**src/rtl/can_mask_pkg.sv**
```systemverilog
package can_mask_pkg;
	localparam int unsigned NUM_MASKS = 2;
	// One 32-bit word per register; mask set n adds n times the stride
	localparam logic [11:0] OFS_STD_LOW = 12'h000;
	localparam logic [11:0] OFS_EXT_HIGH = 12'h004;
	localparam logic [11:0] OFS_EXT_LOW = 12'h008;
	localparam logic [11:0] OFS_HIGH_STD = 12'h00C;
	localparam logic [11:0] MASK_STRIDE = 12'h010;
	localparam logic [11:0] OFS_MODE = 12'h040;
	// Field positions in the mask low-byte register
	localparam int unsigned STD_LOW_SID_MSB = 7;
	localparam int unsigned STD_LOW_SID_LSB = 5;
	localparam int unsigned STD_LOW_TYPE_EN_BIT = 3;
	localparam int unsigned STD_LOW_EID_MSB = 1;
	localparam int unsigned STD_LOW_EID_LSB = 0;
	// Writable bits of the low byte in mode 0 and in modes 1 to 3
	localparam logic [7:0] STD_LOW_WMASK_M0 = 8'hE3;
	localparam logic [7:0] STD_LOW_WMASK_M12 = 8'hEB;
	localparam logic [7:0] STD_LOW_RESET = 8'h00;
	localparam logic [7:0] EXT_HIGH_RESET = 8'h00;
	localparam logic [7:0] EXT_LOW_RESET = 8'h00;
	localparam logic [7:0] HIGH_STD_RESET = 8'h00;
	localparam logic [1:0] MODE_RESET = 2'h0;
	localparam logic [1:0] RESP_OKAY = 2'h0;
	localparam logic [1:0] RESP_SLVERR = 2'h2;
endpackage

```
**src/rtl/can_acceptance_mask_regs.sv**
```systemverilog
// Added by the designer: register access over AXI4-Lite and the register offsets.
`timescale 1ns/1ns
// How it works
// Low byte bits 7-5, 1-0 hold identifier mask
// Low byte bits 4 and 2 read zero
// Bit 3 exists in modes 1, 2 and 3, not in mode 0
// Type enable set: filter type must match
// Type enable clear: both frame types accepted
// High byte holds extended mask bits 15-8
// Extended low register holds mask bits 7-0
// Mask one compares bit, zero ignores it
module can_acceptance_mask_regs #(
	parameter int unsigned NUM_MASKS = can_mask_pkg::NUM_MASKS
) (
	input wire logic core_clk_i,
	input wire logic arst_n_i,
	input wire logic [11:0] s_axi_awaddr_i,
	input wire logic s_axi_awvalid_i,
	output logic s_axi_awready_o,
	input wire logic [31:0] s_axi_wdata_i,
	input wire logic [3:0] s_axi_wstrb_i,
	input wire logic s_axi_wvalid_i,
	output logic s_axi_wready_o,
	output logic [1:0] s_axi_bresp_o,
	output logic s_axi_bvalid_o,
	input wire logic s_axi_bready_i,
	input wire logic [11:0] s_axi_araddr_i,
	input wire logic s_axi_arvalid_i,
	output logic s_axi_arready_o,
	output logic [31:0] s_axi_rdata_o,
	output logic [1:0] s_axi_rresp_o,
	output logic s_axi_rvalid_o,
	input wire logic s_axi_rready_i,
	// Received frame and the filter it is checked against
	input wire logic [28:0] rx_identifier_i,
	input wire logic rx_extended_i,
	input wire logic [28:0] filter_identifier_i,
	input wire logic filter_extended_i,
	input wire logic [0:0] mask_select_i,
	output logic frame_accept_o
);
	typedef struct packed {
		logic [NUM_MASKS-1:0][7:0] std_low;
		logic [NUM_MASKS-1:0][7:0] ext_high;
		logic [NUM_MASKS-1:0][7:0] ext_low;
		logic [NUM_MASKS-1:0][7:0] high_std;
		logic [1:0] mode;
		logic aw_held;
		logic [11:0] aw_addr;
		logic w_held;
		logic [31:0] w_data;
		logic w_strb0;
		logic bvalid;
		logic [1:0] bresp;
		logic rvalid;
		logic [31:0] rdata;
		logic [1:0] rresp;
		logic accept;
	} state_s;

	state_s q;
	state_s d;

	// Resolves an address to a mask set and register; ok is low when unmapped
	function automatic logic [4:0] decode(input logic [11:0] addr);
		logic [11:0] rel;
		logic [4:0] res;
		res = 5'h00;
		rel = addr;
		for (int unsigned n = 0; n < NUM_MASKS; n++) begin
			rel = addr - 12'(n) * can_mask_pkg::MASK_STRIDE;
			if (rel == can_mask_pkg::OFS_STD_LOW) res = {1'b1, 1'(n), 3'h0};
			if (rel == can_mask_pkg::OFS_EXT_HIGH) res = {1'b1, 1'(n), 3'h1};
			if (rel == can_mask_pkg::OFS_EXT_LOW) res = {1'b1, 1'(n), 3'h2};
			if (rel == can_mask_pkg::OFS_HIGH_STD) res = {1'b1, 1'(n), 3'h3};
		end
		if (addr == can_mask_pkg::OFS_MODE) res = {1'b1, 1'b0, 3'h4};
		return res;
	endfunction

	logic [4:0] wdec;
	logic [4:0] rdec;
	logic [28:0] full_mask;
	logic [7:0] low_wmask;
	logic [7:0] low_rd;

	assign s_axi_awready_o = !q.aw_held && !q.bvalid;
	assign s_axi_wready_o = !q.w_held && !q.bvalid;
	assign s_axi_arready_o = !q.rvalid;
	assign s_axi_bvalid_o = q.bvalid;
	assign s_axi_bresp_o = q.bresp;
	assign s_axi_rvalid_o = q.rvalid;
	assign s_axi_rdata_o = q.rdata;
	assign s_axi_rresp_o = q.rresp;
	assign frame_accept_o = q.accept;

	always_comb begin
		logic aw_now;
		logic w_now;
		logic [11:0] wa;
		logic [31:0] wd;
		logic ws;
		logic [0:0] mi;
		aw_now = 1'b0;
		w_now = 1'b0;
		wa = 12'h000;
		wd = 32'h0000_0000;
		ws = 1'b0;
		mi = 1'b0;
		d = q;
		low_wmask = (q.mode == 2'h0) ? can_mask_pkg::STD_LOW_WMASK_M0 :
			can_mask_pkg::STD_LOW_WMASK_M12;
		aw_now = q.aw_held || s_axi_awvalid_i;
		w_now = q.w_held || s_axi_wvalid_i;
		wa = q.aw_held ? q.aw_addr : s_axi_awaddr_i;
		wd = q.w_held ? q.w_data : s_axi_wdata_i;
		ws = q.w_held ? q.w_strb0 : s_axi_wstrb_i[0];
		wdec = decode(wa);
		if (s_axi_awvalid_i && s_axi_awready_o) begin
			d.aw_held = 1'b1;
			d.aw_addr = s_axi_awaddr_i;
		end
		if (s_axi_wvalid_i && s_axi_wready_o) begin
			d.w_held = 1'b1;
			d.w_data = s_axi_wdata_i;
			d.w_strb0 = s_axi_wstrb_i[0];
		end
		if (aw_now && w_now && !q.bvalid) begin
			d.aw_held = 1'b0;
			d.w_held = 1'b0;
			d.bvalid = 1'b1;
			d.bresp = wdec[4] ? can_mask_pkg::RESP_OKAY : can_mask_pkg::RESP_SLVERR;
			mi = wdec[3];
			if (wdec[4] && ws) begin
				unique case (wdec[2:0])
					3'h0: d.std_low[mi] = wd[7:0] & low_wmask; // see R1 see R2
					3'h1: d.ext_high[mi] = wd[7:0];
					3'h2: d.ext_low[mi] = wd[7:0];
					3'h3: d.high_std[mi] = wd[7:0];
					default: d.mode = wd[1:0];
				endcase
			end
		end
		if (q.bvalid && s_axi_bready_i) d.bvalid = 1'b0;
		// Leaving mode 0 must not expose a stale type enable
		if (d.mode == 2'h0) begin
			for (int unsigned n = 0; n < NUM_MASKS; n++) begin
				d.std_low[n][can_mask_pkg::STD_LOW_TYPE_EN_BIT] = 1'b0;
			end
		end
		rdec = decode(s_axi_araddr_i);
		mi = rdec[3];
		low_rd = q.std_low[mi] & low_wmask; // see R2
		if (s_axi_arvalid_i && s_axi_arready_o) begin
			d.rvalid = 1'b1;
			d.rresp = rdec[4] ? can_mask_pkg::RESP_OKAY : can_mask_pkg::RESP_SLVERR;
			d.rdata = 32'h0000_0000;
			if (rdec[4]) begin
				unique case (rdec[2:0])
					3'h0: d.rdata[7:0] = low_rd;
					3'h1: d.rdata[7:0] = q.ext_high[mi];
					3'h2: d.rdata[7:0] = q.ext_low[mi];
					3'h3: d.rdata[7:0] = q.high_std[mi];
					default: d.rdata[1:0] = q.mode;
				endcase
			end
		end else if (q.rvalid && s_axi_rready_i) begin
			d.rvalid = 1'b0;
		end
		// Identifier layout: bits 28-18 standard part, 17-0 extension
		mi = mask_select_i;
		full_mask = {q.high_std[mi],
			q.std_low[mi][can_mask_pkg::STD_LOW_SID_MSB:can_mask_pkg::STD_LOW_SID_LSB],
			q.std_low[mi][can_mask_pkg::STD_LOW_EID_MSB:can_mask_pkg::STD_LOW_EID_LSB],
			q.ext_high[mi], q.ext_low[mi]}; // see R1 see R6
		d.accept = (((rx_identifier_i ^ filter_identifier_i) & full_mask) == 29'h0);
		if (q.mode != 2'h0 &&
			q.std_low[mi][can_mask_pkg::STD_LOW_TYPE_EN_BIT] &&
			rx_extended_i != filter_extended_i) begin
			d.accept = 1'b0;
		end
		// With the enable clear the frame type plays no part
	end

	always_ff @(posedge core_clk_i or negedge arst_n_i) begin
		if (!arst_n_i) begin
			q <= '0;
			for (int unsigned n = 0; n < NUM_MASKS; n++) begin
				q.std_low[n] <= can_mask_pkg::STD_LOW_RESET;
				q.ext_high[n] <= can_mask_pkg::EXT_HIGH_RESET;
				q.ext_low[n] <= can_mask_pkg::EXT_LOW_RESET;
				q.high_std[n] <= can_mask_pkg::HIGH_STD_RESET;
			end
			q.mode <= can_mask_pkg::MODE_RESET;
		end else begin
			q <= d;
		end
	end
endmodule

```
**config.mk**
```make
export PLATFORM = sky130hd
export DESIGN_NAME = can_acceptance_mask_regs
export DESIGN_NICKNAME = d
export VERILOG_FILES = /design/src/rtl/can_mask_pkg.sv /design/src/rtl/can_acceptance_mask_regs.sv
export SDC_FILE = /design/constraint.sdc
export NUM_CORES = 1
export LEC_CHECK = 0
export ABC_AREA = 1
export CAP_MARGIN = 20
export CORE_ASPECT_RATIO = 1.2
export CORE_UTILIZATION = 60
export DETAILED_ROUTE_END_ITERATION = 8
export DONT_BUFFER_PORTS = 1
export PLACE_DENSITY_LB_ADDON = 0.15
export SYNTH_ARGS = -nofsm -noshare
export SYNTH_HDL_FRONTEND = slang
export SYNTH_SLANG_ARGS = --single-unit
```
**constraint.sdc**
```tcl
create_clock -name core_clk_i -period 3.5 [get_ports core_clk_i]
set_input_delay 0.175 -clock core_clk_i [delete_from_list [all_inputs] [get_ports core_clk_i]]
set_output_delay 0.175 -clock core_clk_i [all_outputs]
set_load 0.005 [all_outputs]
```
==> results of run 1 <==
-- cell families after synthesis --
kind of cell    count (synthesis)  share of synthesized area
mux                             9                     0.0151
compound gates                167                      0.147
xor+xnor                       28                     0.0375
flops                          98                      0.375
buf+inv                       170                      0.129
other cells                     1                   0.000573
simple gates                  418                      0.296
-- path summary, 6_finish.rpt --
kind	from	endpoint	cells past startpoint
hold reg to reg	q[126]	q[126]	2
max in group asynchronous	arst_n_i	q[120]	2
setup reg to reg	q[85]	q[88]	13
hold / removal	s_axi_wstrb_i[0]	q[39]	2
min in group asynchronous	arst_n_i	q[149]	2
setup / recovery	q[85]	q[88]	13
-- layer usage --
metal  share of wire  global-route usage
met1            0.42               0.318
met2            0.51               0.503
met3           0.048              0.0437
met4           0.028               0.115
met5               0                   0
-- cell type report --
cell class              count  share of cell area
multi-input cells         648               0.486
flip-flops and latches     98               0.357
inverters                 109              0.0599
clock buffers              12              0.0374
repair buffers             21              0.0321
well taps                 129              0.0235
clock inverters             4             0.00383
-- worst max-delay path, cell delays in order, from the launching register on --
cell	delay (ps)
dfrtp_1	850
inv_4	190
nor2_1	140
nand2_1	80
nand2_2	150
nand3_1	140
nor2_1	240
o21ai_2	150
nand3_4	140
nand2_1	70
nor2_2	150
nand2_2	220
nand2_1	150
o21ai_2	60
-- registers in the layout, indices dropped and copies added, names as in the netlist --
signal          count
s_axi_bvalid_o      1
q                  85
s_axi_rvalid_o      1
s_axi_rresp_o       1
s_axi_bresp_o       1
s_axi_rdata_o       8
frame_accept_o      1
-- power by group through the flow --
| stage | registers (µW) | logic [µW] | clock network [µW] |
|---|---|---|---|
| 4_1_cts | 1430 | 1030 | 954 |
| 5_1_grt | 1450 | 1140 | 1010 |
| 2_1_floorplan | 1370 | 875 | 0 |
| 3_5_place_dp | 1450 | 980 | 0 |
| 3_3_place_gp | 1440 | 945 | 0 |
| 6_report | 1430 | 1020 | 941 |
-- stage by stage --
| step | area [µm²] | utilization | cells |
|---|---|---|---|
| after floorplan | 6640 | - | 916 |
| after global placement | 6390 | 0.604 | 987 |
| after detailed placement | 6390 | 0.604 | 987 |
| after CTS | 6870 | 0.650 | 1021 |
| after global routing | 6870 | 0.650 | 1021 |
| final | 6870 | 0.650 | 1021 |
-- synth_stat cells, types with 2 or more instances --
| master | count | area, µm² |
|---|---|---|
| buf_4 | 36 | 270 |
| a21oi_1 | 20 | 100 |
| inv_1 | 101 | 379 |
| nand4_1 | 13 | 81.3 |
| dfrtp_1 | 98 | 2450 |
| mux2_2 | 7 | 78.8 |
| or2_2 | 2 | 12.5 |
| nand3_1 | 46 | 230 |
| xor2_1 | 24 | 210 |
| buf_6 | 7 | 78.8 |
| nand3_4 | 3 | 52.6 |
| nand3_2 | 6 | 60.1 |
| clkbuf_1 | 13 | 48.8 |
| mux2i_1 | 2 | 20.0 |
| inv_2 | 6 | 22.5 |
| o21ai_1 | 51 | 255 |
| nor2_2 | 6 | 37.5 |
| xnor2_1 | 4 | 35.0 |
| o21ai_2 | 12 | 105 |
| buf_2 | 4 | 20.0 |
| o2111ai_1 | 8 | 70.1 |
| nor3_1 | 2 | 10.0 |
| nand2_4 | 10 | 113 |
| nor2_4 | 6 | 67.6 |
| o21a_1 | 3 | 22.5 |
| nand2_2 | 10 | 62.6 |
| o211ai_1 | 12 | 90.1 |
| o21ai_0 | 59 | 295 |
| nand2_1 | 264 | 991 |
| nor2_1 | 46 | 173 |
==> impl_metrics.tcl, run 1 <==
set metrics [dict create \
    outcome "finished clean" \
    grt_usage 0.272 \
    ctsResizeCount 0 \
    final_antenna_net_count 0 \
    routed_wl_mm 14.9 \
    worst-setup-path-type "flop to flop" \
    gp_congestion 0.857 \
    power_switching_uw 1260 \
    clockBufferDepth 2 \
    synth_seq_cells 98 \
    finalHoldViolCount 0 \
    die_w_um 97.3 \
    synth_cells 891 \
    layout-drive-gt1-share 0.102 \
    syn-cell-area_mm2 0.00654 \
    multi_input_area_mm2 0.00334 \
    r2r_slack_ps 620 \
    cts_hold_buf 18 \
    avgRoutedWirePerCell_um 14.6 \
    finalNetCount 1015 \
    fillers 965 \
    vias 5565 \
    slew_violations 0 \
    ir_drop_mv 0.439 \
    start_util 0.619 \
    postCtsSetupBuffers 0 \
    insertion_delay_ps 350 \
    worst_clock_skew_ps 5.63 \
    cts.sinks 98 \
    fin_ws_ps 621 \
    ff_latch_area_mm2 0.00245 \
    rows 41 \
    core-area_mm2 0.0106 \
    grt_max_degree 99 \
    synth_ff_type "dfrtp_1" \
    clk_pin_slew_worst_paths_ps 60 \
    grt_pass1_vias 5090 \
    fin_tns_setup_ps 0 \
    setup_viol_count_final 0 \
    critPathMaxFanout 16 \
    period_needed_ps 2880 \
    synth-async-reset-ratio 1.00 \
    tightest_slew_ps 787 \
    most-common-layout-cells "nand2_1, inv_1, dfrtp_1" \
    grt_overflow 0 \
    seq_power_share 0.421 \
    combPwrFrac 0.302 \
    total_power_uw 3400 \
    swShare 0.370 \
    fmax_ghz 0.347 \
    worst_setup_path_start_kind "flop" \
    clkPwrFrac 0.277 \
    dp_hpwl_mm 11.0 \
    synth_edf_count 0 \
    p_leak_uw 0.00336 \
    whs_ps 7.62 \
    final_common_cell "nand2_1" \
    worstPathArrival_ps 3110 \
    critPathRequiredTime_ps 3730 \
    diodes 0 \
    rsz0062_at_grt "false" \
    synth.distinct_cells 40 \
    dp_slack_ps 654 \
    relSlewSlack 0.476 \
    htree_levels 3 \
    dieArea_mm2 0.0113 \
    powerDensity_mw_per_mm2 495 \
    hold_path.class "input port to flop" \
    drcViolationCount 0 \
    layout_worst_path_cycle_share 0.823 \
    cts_buffers 9 \
    grt_pass1_wl_mm 24.2 \
    port_buffers 0 \
    dr.pass1.iters 6 \
    via_per_inst 5.45 \
    area_growth_syn_to_layout_pct 4.97 \
    die_h_um 116 \
    root_buffer "clkbuf_16" \
    maxCapViolCount 0 \
    endpoint_kind "flop" \
    cts_tree "yes" \
    ios 170 \
    p_int_uw 2140 \
    avgSynthCellArea_um2 7.34 \
    antenna_found_initial 0 \
    synth_warnings 0 \
    yosysSeqAreaShare 0.375 \
    drt_iter0_drc 394 \
]
No activity file was read; power rests on OpenSTA's default activity.
==> run 2: changes to the inputs <==
--- a/config.mk
+++ b/config.mk
@@ -8,7 +8,7 @@
 export ABC_AREA = 1
 export CAP_MARGIN = 20
 export CORE_ASPECT_RATIO = 1.2
-export CORE_UTILIZATION = 60
+export CORE_UTILIZATION = 58
 export DETAILED_ROUTE_END_ITERATION = 8
 export DONT_BUFFER_PORTS = 1
 export PLACE_DENSITY_LB_ADDON = 0.15
==> constraint.sdc (replaced) <==
create_clock -name core_clk_i -period 2.44 [get_ports core_clk_i]
set_input_delay 0.122 -clock core_clk_i [delete_from_list [all_inputs] [get_ports core_clk_i]]
set_output_delay 0.122 -clock core_clk_i [all_outputs]
set_load 0.005 [all_outputs]
==> impl_metrics.tcl, run 2 (synthesized netlist as in run 1, its figures left out) <==
set metrics [dict create \
    outcome "finished clean" \
    fin_ws_ps 85.6 \
    clk_pin_slew_worst_paths_ps 70 \
    period_needed_ps 2350 \
    drcViolationCount 0 \
    endpoint_kind "flop" \
    tightest_slew_ps 641 \
    finalHoldViolCount 0 \
    final_antenna_net_count 0 \
    largest_reg_flops 85 \
    avgRoutedWirePerCell_um 15.2 \
    dieArea_mm2 0.0117 \
    critPathRequiredTime_ps 2660 \
    grt_usage 0.276 \
    worstPathArrival_ps 2580 \
    maxCapViolCount 0 \
    via_per_inst 5.54 \
    rows 42 \
    critPathMaxFanout 16 \
    htree_levels 3 \
    die_w_um 98.9 \
    gp_congestion 0.891 \
    most-common-layout-cells "nand2_1, inv_1, dfrtp_1" \
    fin_tns_setup_ps 0 \
    fmax_ghz 0.425 \
    finalNetCount 1030 \
    worstRegToRegCells 16 \
    hold_path.class "input port to flop" \
    root_buffer "clkbuf_16" \
    grt_pass1_vias 5318 \
    start_util 0.596 \
    dp_hpwl_mm 11.3 \
    worst_clock_skew_ps 9.65 \
    area_growth_syn_to_layout_pct 8.42 \
    grt_max_degree 99 \
    vias 5759 \
    grt_overflow 0 \
    ios 170 \
    slew_violations 0 \
    antenna_found_initial 0 \
    relSlewSlack 0.572 \
    cts.sinks 98 \
    die_h_um 118 \
    cts_tree "yes" \
    setup_viol_count_final 0 \
    powerDensity_mw_per_mm2 711 \
    routed_wl_mm 15.8 \
    cts_buffers 9 \
    p_leak_uw 0.00345 \
    layout_worst_path_cycle_share 0.965 \
    regMostFlops "q" \
    clockBufferDepth 2 \
    fillers 979 \
    drt_iter0_drc 298 \
    total_power_uw 5040 \
    rsz0062_at_grt "true" \
    worst_setup_path_start_kind "flop" \
    worst-setup-path-type "flop to flop" \
    final_common_cell "nand2_1" \
    core-area_mm2 0.0110 \
    insertion_delay_ps 350 \
    grt_pass1_wl_mm 25.1 \
    dr.pass1.iters 7 \
    port_buffers 0 \
    layout-drive-gt1-share 0.117 \
    ir_drop_mv 0.632 \
    diodes 0 \
    hold_path_depth 2 \
    dp_slack_ps 4.25 \
]
-- run 2: cell types whose count changed in the layout (fill, tap and decap cells not counted), sizes merged --
cell	change
buf	+8
dlygate4sd3	+6
clkbuf	-3
bufinv	+1
clkinvlp	+1
inv	+1
nand2	+1
-- run 2: through the flow --
stage / instance area [µm²] / std cells / utilization / hold slack [ps]
finish: 7090 / 1039 / 0.646 / 19.8
global route: 7090 / 1039 / 0.646 / 24.0
CTS: 6990 / 1036 / 0.636 / 18.3
detailed placement: 6430 / 996 / 0.586 / -171
global placement: 6430 / 996 / 0.586 / -170
floorplan: 6640 / 916 / - / -174
-- run 2: area by class of cell --
cell class | instances | area [µm²] | share of cell area
clock buffers | 9 | 225 | 0.0318
multi-input cells | 649 | 3410 | 0.481
repair buffers | 35 | 353 | 0.0498
inverters | 109 | 412 | 0.0580
flip-flops and latches | 98 | 2450 | 0.346
well taps | 132 | 165 | 0.0233
clock inverters | 7 | 68.8 | 0.00970
-- run 2: routing by layer --
layer	GRT usage	wire (µm)
met2	0.488	8160
met1	0.333	6480
met4	0.115	442
met3	0.0402	671
met5	0	0
-- run 2: final timing paths --
check                                  startpoint      to  slack (ps)
worst min register to register             q[143]  q[143]         490
min in group asynchronous                arst_n_i  q[129]         460
worst min-delay path            s_axi_awaddr_i[8]   q[81]          20
worst max register to register              q[85]  q[135]          90
worst max-delay path                        q[85]  q[135]          90
max in group asynchronous                arst_n_i   q[85]        1610
-- run 2: report_power, final --
group,switching [µW],leakage [µW],internal [µW]
registers,169,0.00130,1850
clock network,642,0.000142,793
logic,1070,0.00201,522
-- run 2: repair_timing --
item,in CTS,in global routing
setup endpoints to repair,16,46
hold buffers,24,0
pin swaps,0,3
buffers inserted,0,2
cloned,0,1
endpoints found under the hold margin,120,0
gates resized for setup,1,13
-- run 2: critical path: stages, from the launching register on --
cell	delay (ps)
dfrtp_2	470
buf_4	190
nand2_1	70
nand2_2	90
nor2_4	130
nand2_4	100
nand2_4	70
nand2_4	60
nor2_8	130
nand2_1	110
nand2_1	80
o2111ai_1	150
nor2_4	170
buf_12	140
nand2_8	100
nand2_1	80
o21ai_1	60
